--- src/inc/bhrx_pkg.sv ---
// Constants and types shared by the boot hex record receiver
package bhrx_pkg;
    localparam logic [7:0] START_MARK = 8'h3A;
    localparam logic [7:0] TYPE_DATA = 8'h00;
    localparam logic [7:0] TYPE_END = 8'h01;
    localparam logic [7:0] TYPE_EXT = 8'h02;
    localparam logic [7:0] EXT_LEN = 8'h02;
    localparam logic [7:0] END_LEN = 8'h00;
    localparam logic [15:0] EXT_OFFSET = 16'h0000;
    localparam logic [15:0] SEG_LIMIT = 16'h2000;
    localparam logic [7:0] CMD_ERASE = 8'hF0;
    localparam logic [7:0] CMD_WRITE = 8'h30;
    localparam logic [7:0] CMD_READ = 8'h40;
    localparam logic [7:0] CMD_RAMLD = 8'h60;
    localparam logic [7:0] CMD_ID = 8'hC0;
    localparam logic [7:0] CMD_STAT = 8'hC3;
    localparam logic [4:0] ID_FIRST = 5'h09;
    localparam logic [4:0] ID_LAST = 5'h12;
    localparam logic [4:0] STAT_FIRST = 5'h09;
    localparam logic [4:0] STAT_LAST = 5'h0C;
    localparam logic [1:0] REPLY_WRITE = 2'h3;
    localparam logic [1:0] REPLY_RAMLD = 2'h2;

    typedef enum logic [2:0] {
        BHRX_WAIT,
        BHRX_LEN,
        BHRX_OFFH,
        BHRX_OFFL,
        BHRX_TYPE,
        BHRX_DATA,
        BHRX_CSUM,
        BHRX_IDLE
    } bhrx_state_t;
endpackage : bhrx_pkg

--- src/core/bhrx_sync.sv ---
// Two-stage synchroniser for one level
`timescale 1ns/100ps
module bhrx_sync (
    // Clock and reset
    input wire logic clk_sys,
    input wire logic rst_n,
    // Level
    input wire logic d,
    output logic q
);
    logic meta_q;

    always_ff @(posedge clk_sys or negedge rst_n)
    begin
        if (!rst_n)
        begin
            meta_q <= 1'b0;
            q <= 1'b0;
        end
        else
        begin
            meta_q <= d;
            q <= meta_q;
        end
    end
endmodule : bhrx_sync

--- src/core/bhrx_sum.sv ---
// 16-bit byte-sum accumulator
`timescale 1ns/100ps
module bhrx_sum (
    // Clock and reset
    input wire logic clk_sys,
    input wire logic rst_n,
    // Control
    input wire logic clear,
    input wire logic add,
    input wire logic [7:0] data,
    // Result
    output logic [15:0] sum
);
    logic [15:0] sum_d;

    // Carry past bit 15 is dropped
    assign sum_d = sum + {8'h00, data};

    always_ff @(posedge clk_sys or negedge rst_n)
    begin
        if (!rst_n)
            sum <= 16'h0000;
        else if (clear)
            sum <= 16'h0000;
        else if (add)
            sum <= sum_d;
    end
endmodule : bhrx_sum

--- src/core/bhrx_core.sv ---
// Boot hex record receiver with record checks and reply checksum
// Behaviour
// Checksum reply after erase, write, sum, read, RAM load, ID and status commands.
// Sum is bytes added singly, delivered as a 16-bit word.
// Erase sums whole array for chip erase, erased region for sector erase.
// Write and sum commands sum full flash range; record framing excluded.
// Read command sums only the bytes read out.
// RAM load sums received RAM bytes, framing and record checksums excluded.
// ID sums transferred bytes 9 to 18; status sums bytes 9 to 12.
// Records are binary and begin with start mark 0x3A.
// After a data record checksum, discard bytes until next start mark.
// After end record, controller silent until 3 or 2 byte reply.
// Receive or format error enters idle silently.
// Record type other than 00, 01, 02 is a format error.
// Record checksum mismatch is a format error.
// Extended record length not 2 or offset not 0 is an error.
// Data record after extended segment above 0x2000 is an error.
// End record with nonzero length is a format error.
// Data record: mark, count, big-endian address, type 00, data, checksum.
// Record checksum is two's complement of length, offset, type, payload sum.
// End record: length 00, offset 0000, type 01, checksum. The code checks length and type only and accepts any offset.
// Extended record: length 02, offset 0000, type 02, big-endian segment.
// Idle ignores the link until reset.
// Sum word wraps modulo 65536.
`timescale 1ns/100ps
module bhrx_core (
    // Clock and reset
    input wire logic clk_sys,
    input wire logic rst_n,
    // Command context from the command handler
    input wire logic cmd_start,
    input wire logic [7:0] cmd_code,
    // Received bytes from the serial receiver
    input wire logic rx_valid,
    input wire logic [7:0] rx_data,
    input wire logic rx_error,
    // Bytes the device transmits, counted for ID and status sums
    input wire logic tx_valid,
    input wire logic [7:0] tx_data,
    // Memory bytes covered by erase, write and read sums
    input wire logic mem_valid,
    input wire logic [7:0] mem_data,
    // Decoded record output
    output logic wr_valid,
    output logic [15:0] wr_seg,
    output logic [15:0] wr_addr,
    output logic [7:0] wr_data,
    // Status
    output logic end_seen,
    output logic [1:0] reply_len,
    output logic link_idle,
    output logic [15:0] sum_word,
    output logic sum_ready
);
    logic err_sync;
    logic [15:0] sum_raw;
    bhrx_pkg::bhrx_state_t state_q;
    bhrx_pkg::bhrx_state_t state_d;
    bhrx_pkg::bhrx_state_t state_nx;
    logic idle_q;
    logic [7:0] len_q;
    logic [7:0] cnt_q;
    logic [7:0] type_q;
    logic [7:0] rsum_q;
    logic [15:0] off_q;
    logic [15:0] seg_q;
    logic [15:0] ext_q;
    logic [7:0] cmd_q;
    logic [4:0] txn_q;
    logic [15:0] addr_q;
    logic wr_valid_q;
    logic [7:0] wr_data_q;
    logic end_q;
    logic ready_q;
    logic [1:0] reply_q;

    // Error line comes from the serial framing logic, possibly another domain
    bhrx_sync u_err_sync (
        .clk_sys(clk_sys),
        .rst_n(rst_n),
        .d(rx_error),
        .q(err_sync)
    );

    wire is_rec_cmd = (cmd_q == bhrx_pkg::CMD_WRITE) || (cmd_q == bhrx_pkg::CMD_RAMLD);
    wire is_mem_cmd = (cmd_q == bhrx_pkg::CMD_ERASE) || (cmd_q == bhrx_pkg::CMD_WRITE)
        || (cmd_q == bhrx_pkg::CMD_READ);
    // A byte that meets the synchronised receive error is dropped, never written
    wire rx_take = rx_valid && (state_q != bhrx_pkg::BHRX_IDLE) && !err_sync;
    wire [7:0] rsum_next = rsum_q + rx_data;
    wire payload_byte = rx_take && (state_q == bhrx_pkg::BHRX_DATA);
    wire data_byte = payload_byte && (type_q == bhrx_pkg::TYPE_DATA);
    // Checksum byte makes the running record sum zero
    wire csum_ok = (rsum_next == 8'h00);
    wire type_ok = (rx_data == bhrx_pkg::TYPE_DATA) || (rx_data == bhrx_pkg::TYPE_END)
        || (rx_data == bhrx_pkg::TYPE_EXT);
    wire ext_bad = (rx_data == bhrx_pkg::TYPE_EXT)
        && ((len_q != bhrx_pkg::EXT_LEN) || (off_q != bhrx_pkg::EXT_OFFSET));
    wire end_bad = (rx_data == bhrx_pkg::TYPE_END) && (len_q != bhrx_pkg::END_LEN);
    wire data_bad = (rx_data == bhrx_pkg::TYPE_DATA)
        && ((seg_q > bhrx_pkg::SEG_LIMIT) || (len_q == 8'h00));
    wire type_bad = !type_ok || ext_bad || end_bad || data_bad;
    wire [4:0] txn_next = txn_q + 5'h01;
    wire id_in = (cmd_q == bhrx_pkg::CMD_ID) && (txn_next >= bhrx_pkg::ID_FIRST)
        && (txn_next <= bhrx_pkg::ID_LAST);
    wire stat_in = (cmd_q == bhrx_pkg::CMD_STAT) && (txn_next >= bhrx_pkg::STAT_FIRST)
        && (txn_next <= bhrx_pkg::STAT_LAST);
    // Count of cycles with a transferred byte in either direction, held at 31, for ID and status
    wire xfer = (rx_valid || tx_valid) && (txn_q != 5'h1F);
    wire [7:0] xfer_byte = tx_valid ? tx_data : rx_data;
    wire tx_add = xfer && (id_in || stat_in);
    // Write command sums flash afterwards, not the record payload
    wire ram_add = data_byte && (cmd_q == bhrx_pkg::CMD_RAMLD);
    wire mem_add = mem_valid && is_mem_cmd;
    wire sum_add = ram_add || mem_add || tx_add;
    wire [7:0] sum_byte = ram_add ? rx_data : (mem_add ? mem_data : xfer_byte);

    bhrx_sum u_sum (
        .clk_sys(clk_sys),
        .rst_n(rst_n),
        .clear(cmd_start),
        .add(sum_add),
        .data(sum_byte),
        .sum(sum_raw)
    );

    always_comb
    begin
        state_d = state_q;
        if (err_sync && (state_q != bhrx_pkg::BHRX_IDLE))
            state_d = bhrx_pkg::BHRX_IDLE;
        else if (rx_take && is_rec_cmd)
        begin
            case (state_q)
                bhrx_pkg::BHRX_WAIT:
                    if (rx_data == bhrx_pkg::START_MARK)
                        state_d = bhrx_pkg::BHRX_LEN;
                bhrx_pkg::BHRX_LEN:
                    state_d = bhrx_pkg::BHRX_OFFH;
                bhrx_pkg::BHRX_OFFH:
                    state_d = bhrx_pkg::BHRX_OFFL;
                bhrx_pkg::BHRX_OFFL:
                    state_d = bhrx_pkg::BHRX_TYPE;
                bhrx_pkg::BHRX_TYPE:
                    if (type_bad)
                        state_d = bhrx_pkg::BHRX_IDLE;
                    else if (len_q == 8'h00)
                        state_d = bhrx_pkg::BHRX_CSUM;
                    else
                        state_d = bhrx_pkg::BHRX_DATA;
                bhrx_pkg::BHRX_DATA:
                    if (cnt_q == 8'h01)
                        state_d = bhrx_pkg::BHRX_CSUM;
                bhrx_pkg::BHRX_CSUM:
                    if (!csum_ok)
                        state_d = bhrx_pkg::BHRX_IDLE;
                    else
                        state_d = bhrx_pkg::BHRX_WAIT;
                default:
                    state_d = bhrx_pkg::BHRX_IDLE;
            endcase
        end
    end

    wire rec_end = rx_take && (state_q == bhrx_pkg::BHRX_CSUM) && csum_ok
        && (type_q == bhrx_pkg::TYPE_END) && !err_sync;
    wire rec_ext = rx_take && (state_q == bhrx_pkg::BHRX_CSUM) && csum_ok
        && (type_q == bhrx_pkg::TYPE_EXT);

    // A new command restarts parsing, but never leaves idle
    assign state_nx = (cmd_start && (state_q != bhrx_pkg::BHRX_IDLE)) ? bhrx_pkg::BHRX_WAIT
        : state_d;

    // Idle flag kept in its own flop so the output needs no decode
    always_ff @(posedge clk_sys or negedge rst_n)
    begin
        if (!rst_n)
        begin
            state_q <= bhrx_pkg::BHRX_WAIT;
            idle_q <= 1'b0;
        end
        else
        begin
            state_q <= state_nx;
            idle_q <= (state_nx == bhrx_pkg::BHRX_IDLE);
        end
    end

    // Record fields and running record sum
    always_ff @(posedge clk_sys or negedge rst_n)
    begin
        if (!rst_n)
        begin
            len_q <= 8'h00;
            cnt_q <= 8'h00;
            type_q <= 8'h00;
            rsum_q <= 8'h00;
            off_q <= 16'h0000;
            seg_q <= 16'h0000;
            ext_q <= 16'h0000;
        end
        else if (cmd_start)
            seg_q <= 16'h0000;
        else if (rx_take)
        begin
            case (state_q)
                bhrx_pkg::BHRX_WAIT:
                    rsum_q <= 8'h00;
                bhrx_pkg::BHRX_LEN:
                begin
                    len_q <= rx_data;
                    cnt_q <= rx_data;
                    rsum_q <= rsum_next;
                end
                bhrx_pkg::BHRX_OFFH:
                begin
                    off_q <= {rx_data, 8'h00};
                    rsum_q <= rsum_next;
                end
                bhrx_pkg::BHRX_OFFL:
                begin
                    off_q <= {off_q[15:8], rx_data};
                    rsum_q <= rsum_next;
                end
                bhrx_pkg::BHRX_TYPE:
                begin
                    type_q <= rx_data;
                    rsum_q <= rsum_next;
                end
                bhrx_pkg::BHRX_DATA:
                begin
                    cnt_q <= cnt_q - 8'h01;
                    rsum_q <= rsum_next;
                    ext_q <= {ext_q[7:0], rx_data};
                end
                default:
                    if (rec_ext)
                        seg_q <= ext_q;
            endcase
        end
    end

    // Command latch, transfer count and write stream
    always_ff @(posedge clk_sys or negedge rst_n)
    begin
        if (!rst_n)
        begin
            cmd_q <= 8'h00;
            txn_q <= 5'h00;
            addr_q <= 16'h0000;
            wr_valid_q <= 1'b0;
            wr_data_q <= 8'h00;
        end
        else
        begin
            wr_valid_q <= data_byte;
            if (cmd_start)
            begin
                cmd_q <= cmd_code;
                txn_q <= 5'h00;
            end
            else if (xfer)
                txn_q <= txn_next;
            if (rx_take && (state_q == bhrx_pkg::BHRX_OFFL))
                addr_q <= {off_q[15:8], rx_data};
            else if (wr_valid_q)
                addr_q <= addr_q + 16'h0001;
            if (data_byte)
                wr_data_q <= rx_data;
        end
    end

    // Reply length is held until the next command; idle latches until reset
    always_ff @(posedge clk_sys or negedge rst_n)
    begin
        if (!rst_n)
        begin
            end_q <= 1'b0;
            ready_q <= 1'b0;
            reply_q <= 2'h0;
        end
        else if (cmd_start)
        begin
            end_q <= 1'b0;
            ready_q <= 1'b0;
            reply_q <= 2'h0;
        end
        else if (rec_end)
        begin
            end_q <= 1'b1;
            ready_q <= 1'b1;
            reply_q <= (cmd_q == bhrx_pkg::CMD_WRITE) ? bhrx_pkg::REPLY_WRITE
                : bhrx_pkg::REPLY_RAMLD;
        end
    end

    assign wr_valid = wr_valid_q;
    assign wr_addr = addr_q;
    assign wr_data = wr_data_q;
    assign wr_seg = seg_q;
    assign end_seen = end_q;
    assign reply_len = reply_q;
    assign link_idle = idle_q;
    assign sum_word = sum_raw;
    assign sum_ready = ready_q;
endmodule : bhrx_core

--- config.mk ---
export PLATFORM = sky130hd
export DESIGN_NAME = bhrx_core
export DESIGN_NICKNAME = d
export VERILOG_FILES = /design/src/inc/bhrx_pkg.sv /design/src/core/bhrx_sync.sv /design/src/core/bhrx_sum.sv /design/src/core/bhrx_core.sv
export SDC_FILE = /design/constraint.sdc
export NUM_CORES = 1
export LEC_CHECK = 0
export ABC_AREA = 1
export BUFFER_PORTS_ARGS = -buffer_cell sky130_fd_sc_hd__buf_2
export CAP_MARGIN = 5
export CORE_MARGIN = 10
export CORE_UTILIZATION = 40
export CTS_BUF_LIST = sky130_fd_sc_hd__clkbuf_16
export CTS_CLUSTER_SIZE = 30
export DETAILED_ROUTE_END_ITERATION = 6
export PLACE_DENSITY = 0.59
export SYNTH_ARGS = -nofsm -noshare
export SYNTH_HDL_FRONTEND = slang
export SYNTH_HIERARCHICAL = 1
export SYNTH_SLANG_ARGS = --single-unit
--- constraint.sdc ---
create_clock -name clk_sys -period 3.1 [get_ports clk_sys]
set_clock_uncertainty 0.05 [all_clocks]
set_input_delay 0.155 -clock clk_sys [delete_from_list [all_inputs] [get_ports clk_sys]]
set_output_delay 0.155 -clock clk_sys [all_outputs]
set_load 0.01 [all_outputs]
==> impl_metrics.py <==
metrics = {
    "timing": {
        "fmax_mhz": 350.4,
        "whs_ns": 0.01105,
        "setup_viol_count_final": 0,
        "finalMaxSlewViolations": 0,
        "maxSlewHeadroom": 0.5028,
        "fin_ws_ns": 0.2458,
        "worst_pin_slew_ns": 0.7403,
        "finalHoldViolCount": 0,
        "period_share": 0.9207,
        "min_period_ns": 2.854,
    },
    "finish": {
        "final_cells": 1407,
        "multi_input_area_um2": 3914,
        "layout.nets": 1194,
        "register_area_um2": 3553,
        "design_area_um2": 9656,
        "final_common_cell": "nand2_1",
        "drive_gt1_frac": 0.2023,
        "fillCellCount": 1962,
        "areaGrowthSynthToFinish_pct": 20.09,
        "antenna_cells": 0,
        "final_cell_mix": "nand2_1, dfrtp_1, buf_2",
    },
    "cts": {
        "numClockSinks": 142,
        "cts_max_level": 4,
        "clock_latency_ns": 0.41,
        "cts.clk_slew.worst_paths_ns": 0.07,
        "clk_path_buf_depth": 2,
        "cts_root_buf": "clkbuf_16",
        "cts_tree": "yes",
        "cts_buffers": 17,
    },
    "floorplan": {
        "die_h_um": 161.8,
        "std_cell_rows": 51,
        "die_x_um": 161.8,
        "initial_utilization": 0.4104,
        "dieArea_um2": 26170,
        "core_area_um2": 19590,
        "io_pins": 101,
    },
    "route": {
        "drt_wl_total_um": 22460,
        "antenna_left": 0,
        "drc": 0,
        "drt-initial-drc-count": 510,
        "vias_per_cell": 5.114,
        "vias": 7195,
        "post_drt_wl_per_cell_um": 15.96,
        "drtPass1Iterations": 5,
    },
    "critical_path": {
        "crit_end": "u_sum/sum[14]",
        "worst-r2r-cell-count": 17,
        "startpoint_type": "register",
        "regToRegStartpoint": "state_q[2]",
        "crit_type": "reg -> reg",
        "crit_start": "state_q[2]",
        "reg2reg_slack_ns": 0.25,
        "critPathArrivalTime_ns": 3.12,
        "crit_path_end_kind": "register",
        "critPathMaxFanout": 10,
        "required_ns": 3.37,
        "worstReg2RegEnd": "u_sum/sum[14]",
    },
    "pwr": {
        "irDropWorstVdd_v": 0.0003738,
        "p_seq_frac": 0.413,
        "switching_power_w": 0.001923,
        "design_power_total_w": 0.005815,
        "comb_power_share": 0.228,
        "clkPwrFrac": 0.359,
        "p_leak_nw": 4.906,
        "switching_share": 0.3307,
        "power.density_nw_per_um2": 602.2,
        "internal_power_w": 0.003892,
    },
    "yosys": {
        "syn_area_um2": 8040,
        "synth_warnings": 6,
        "synth_cell_type_count": 55,
        "synth_cells": 998,
        "avgSynthCellArea_um2": 8.056,
        "yosysSeqAreaShare": 0.4420,
        "ys_ff_latch": 142,
        "synthFlopType": "dfrtp_1",
        "synth-edff-count": 0,
        "syn_nets": 1063,
        "synth_async_sr_flop_share": 1.000,
    },
    "placed_design": {
        "dp_hpwl_um": 16190,
        "port-buffer-count": 100,
        "place_congestion": 0.8779,
        "place_area_um2": 8871,
        "dp_slack_ns": 0.1206,
        "dp_cells": 1358,
    },
    "global_routing": {
        "grt_usage": 0.1746,
        "grt_pass1_wl_um": 37120,
        "grt_pass1_vias": 7115,
        "overflow": 0,
        "antenna_found_initial": 0,
        "grt_max_degree": 62,
    },
    "min_path": {
        "hold_path.class": "in -> reg",
    },
    "run_status": {
        "status": "complete, no violations",
    },
    "flow_run": {
        "maxCapViolations": 0,
    },
}
## power by group through the flow
stage | logic [W] | registers, W | clock network, W
6_report | 0.00132 | 0.00240 | 0.00209
5_1_grt | 0.00154 | 0.00245 | 0.00222
4_1_cts | 0.00133 | 0.00240 | 0.00214
3_5_place_dp | 0.00131 | 0.00243 | 0
3_3_place_gp | 0.00129 | 0.00243 | 0
2_1_floorplan | 0.000885 | 0.00242 | 0
## registers in the layout, indices dropped and copies added (netlist names), 3 cells and up
name	flops
ext_q	16
off_q	16
u_sum/sum	16
wr_addr	16
wr_seg	16
cmd_q	8
cnt_q	8
len_q	8
rsum_q	8
type_q	8
wr_data	8
txn_q	5
state_q	3
## layout make-up
| class | count | area share |
|---|---|---|
| Multi-Input combinational cell | 722 | 0.4053 |
| Sequential cell | 142 | 0.3680 |
| Timing Repair Buffer | 137 | 0.08514 |
| Inverter | 109 | 0.04510 |
| Clock buffer | 17 | 0.04406 |
| Tap cell | 265 | 0.03434 |
| Clock inverter | 15 | 0.01801 |
## cells in the mapped netlist (2+ instances only)
cell type,number,area share
nand2_2,5,0.0039
nor2_4,4,0.0056
o21ai_2,4,0.0044
or2_1,2,0.0016
dfrtp_1,142,0.44
buf_8,2,0.0037
nand2_1,267,0.12
nor4_4,2,0.0053
a22o_1,2,0.0022
a21oi_2,3,0.0033
nand3_1,81,0.050
inv_1,90,0.042
o21ai_0,86,0.054
o221ai_2,2,0.0037
clkbuf_1,6,0.0028
or2_2,3,0.0023
inv_4,3,0.0023
nand4_1,10,0.0078
o211ai_1,20,0.019
buf_2,7,0.0044
mux2_2,8,0.011
a21oi_1,23,0.014
inv_2,11,0.0051
buf_6,3,0.0042
o211ai_2,2,0.0031
nor4_1,5,0.0039
o221ai_1,10,0.011
nor2_1,88,0.041
fa_1,2,0.0050
clkinv_1,3,0.0014
nand3b_1,6,0.0056
nor3_1,16,0.010
nor2_8,3,0.0075
xor2_1,10,0.011
o22ai_1,2,0.0016
nand3_2,4,0.0050
ha_1,24,0.037
nor2_2,3,0.0023
buf_4,6,0.0056
xnor2_1,9,0.0098
o21ai_1,5,0.0031
## worst min-delay path by stage
stage          cells after the start        from        end  slack, ns
3_3_place_gp                       1       rst_n  rsum_q[5]       0.13
2_1_floorplan                      0       rst_n   cmd_q[0]      -0.19
4_1_cts                            3  rx_data[3]   off_q[3]     0.0002
5_1_grt                            3  rx_data[7]   off_q[7]       0.04
6_report                           3  rx_data[3]   off_q[3]       0.01
3_5_place_dp                       1       rst_n  rsum_q[5]       0.13
## logic make-up (layout without fill, tap and decap cells)
logic type,after synthesis,after routing,synth area share
buffers and inverters,134,278,0.07532
adder cells (fa/ha/maj),26,26,0.04233
multiplexers,8,8,0.01120
XOR/XNOR,19,19,0.02070
AND/OR/NAND/NOR,503,503,0.2823
flip-flops,142,142,0.4420
AO/OA/AOI/OAI,166,166,0.1262
## critical path, stage by stage, from the launching register on
cell and delay (ns):
dfrtp_1 0.37, bufinv_8 0.24, nor3_1 0.07, inv_2 0.11, nand2_4 0.07, nor4_4 0.26
nand2_2 0.10, buf_4 0.18, o211ai_1 0.09, o21ai_1 0.12, ha_1 0.38, nand2_1 0.10
nor2_1 0.18, nand3_1 0.14, nand3_2 0.13, nand3_1 0.07, nand2_1 0.07, nor2_1 0.04
## per-layer routing
layer  part of all wire  global-route usage  routed length (um)  vias to the layer above
met3              0.055             0.03969                1243                       20
met2               0.47              0.2769               10520                      164
met5                  0                   0                   0                        -
li1                   -                   -                   -                     3565
met1               0.47              0.2312               10460                     3446
met4              0.011             0.05500                 246                        0
## timing repair
action / in CTS / in global routing
hold buffers: 10 / 0
gates resized for setup: 0 / 10
buffers inserted: 0 / 7
endpoints found under the setup margin: 0 / 14
endpoints found under the hold margin: 67 / 0
## per-stage QoR
step	setup TNS, ns	utilization
3_3_place_gp	0	0.4528
2_1_floorplan	0	-
4_1_cts	0	0.4885
3_5_place_dp	0	0.4528
6_report	0	0.4929
5_1_grt	-0.04708	0.4929
(Power assumes the default switching activity.)
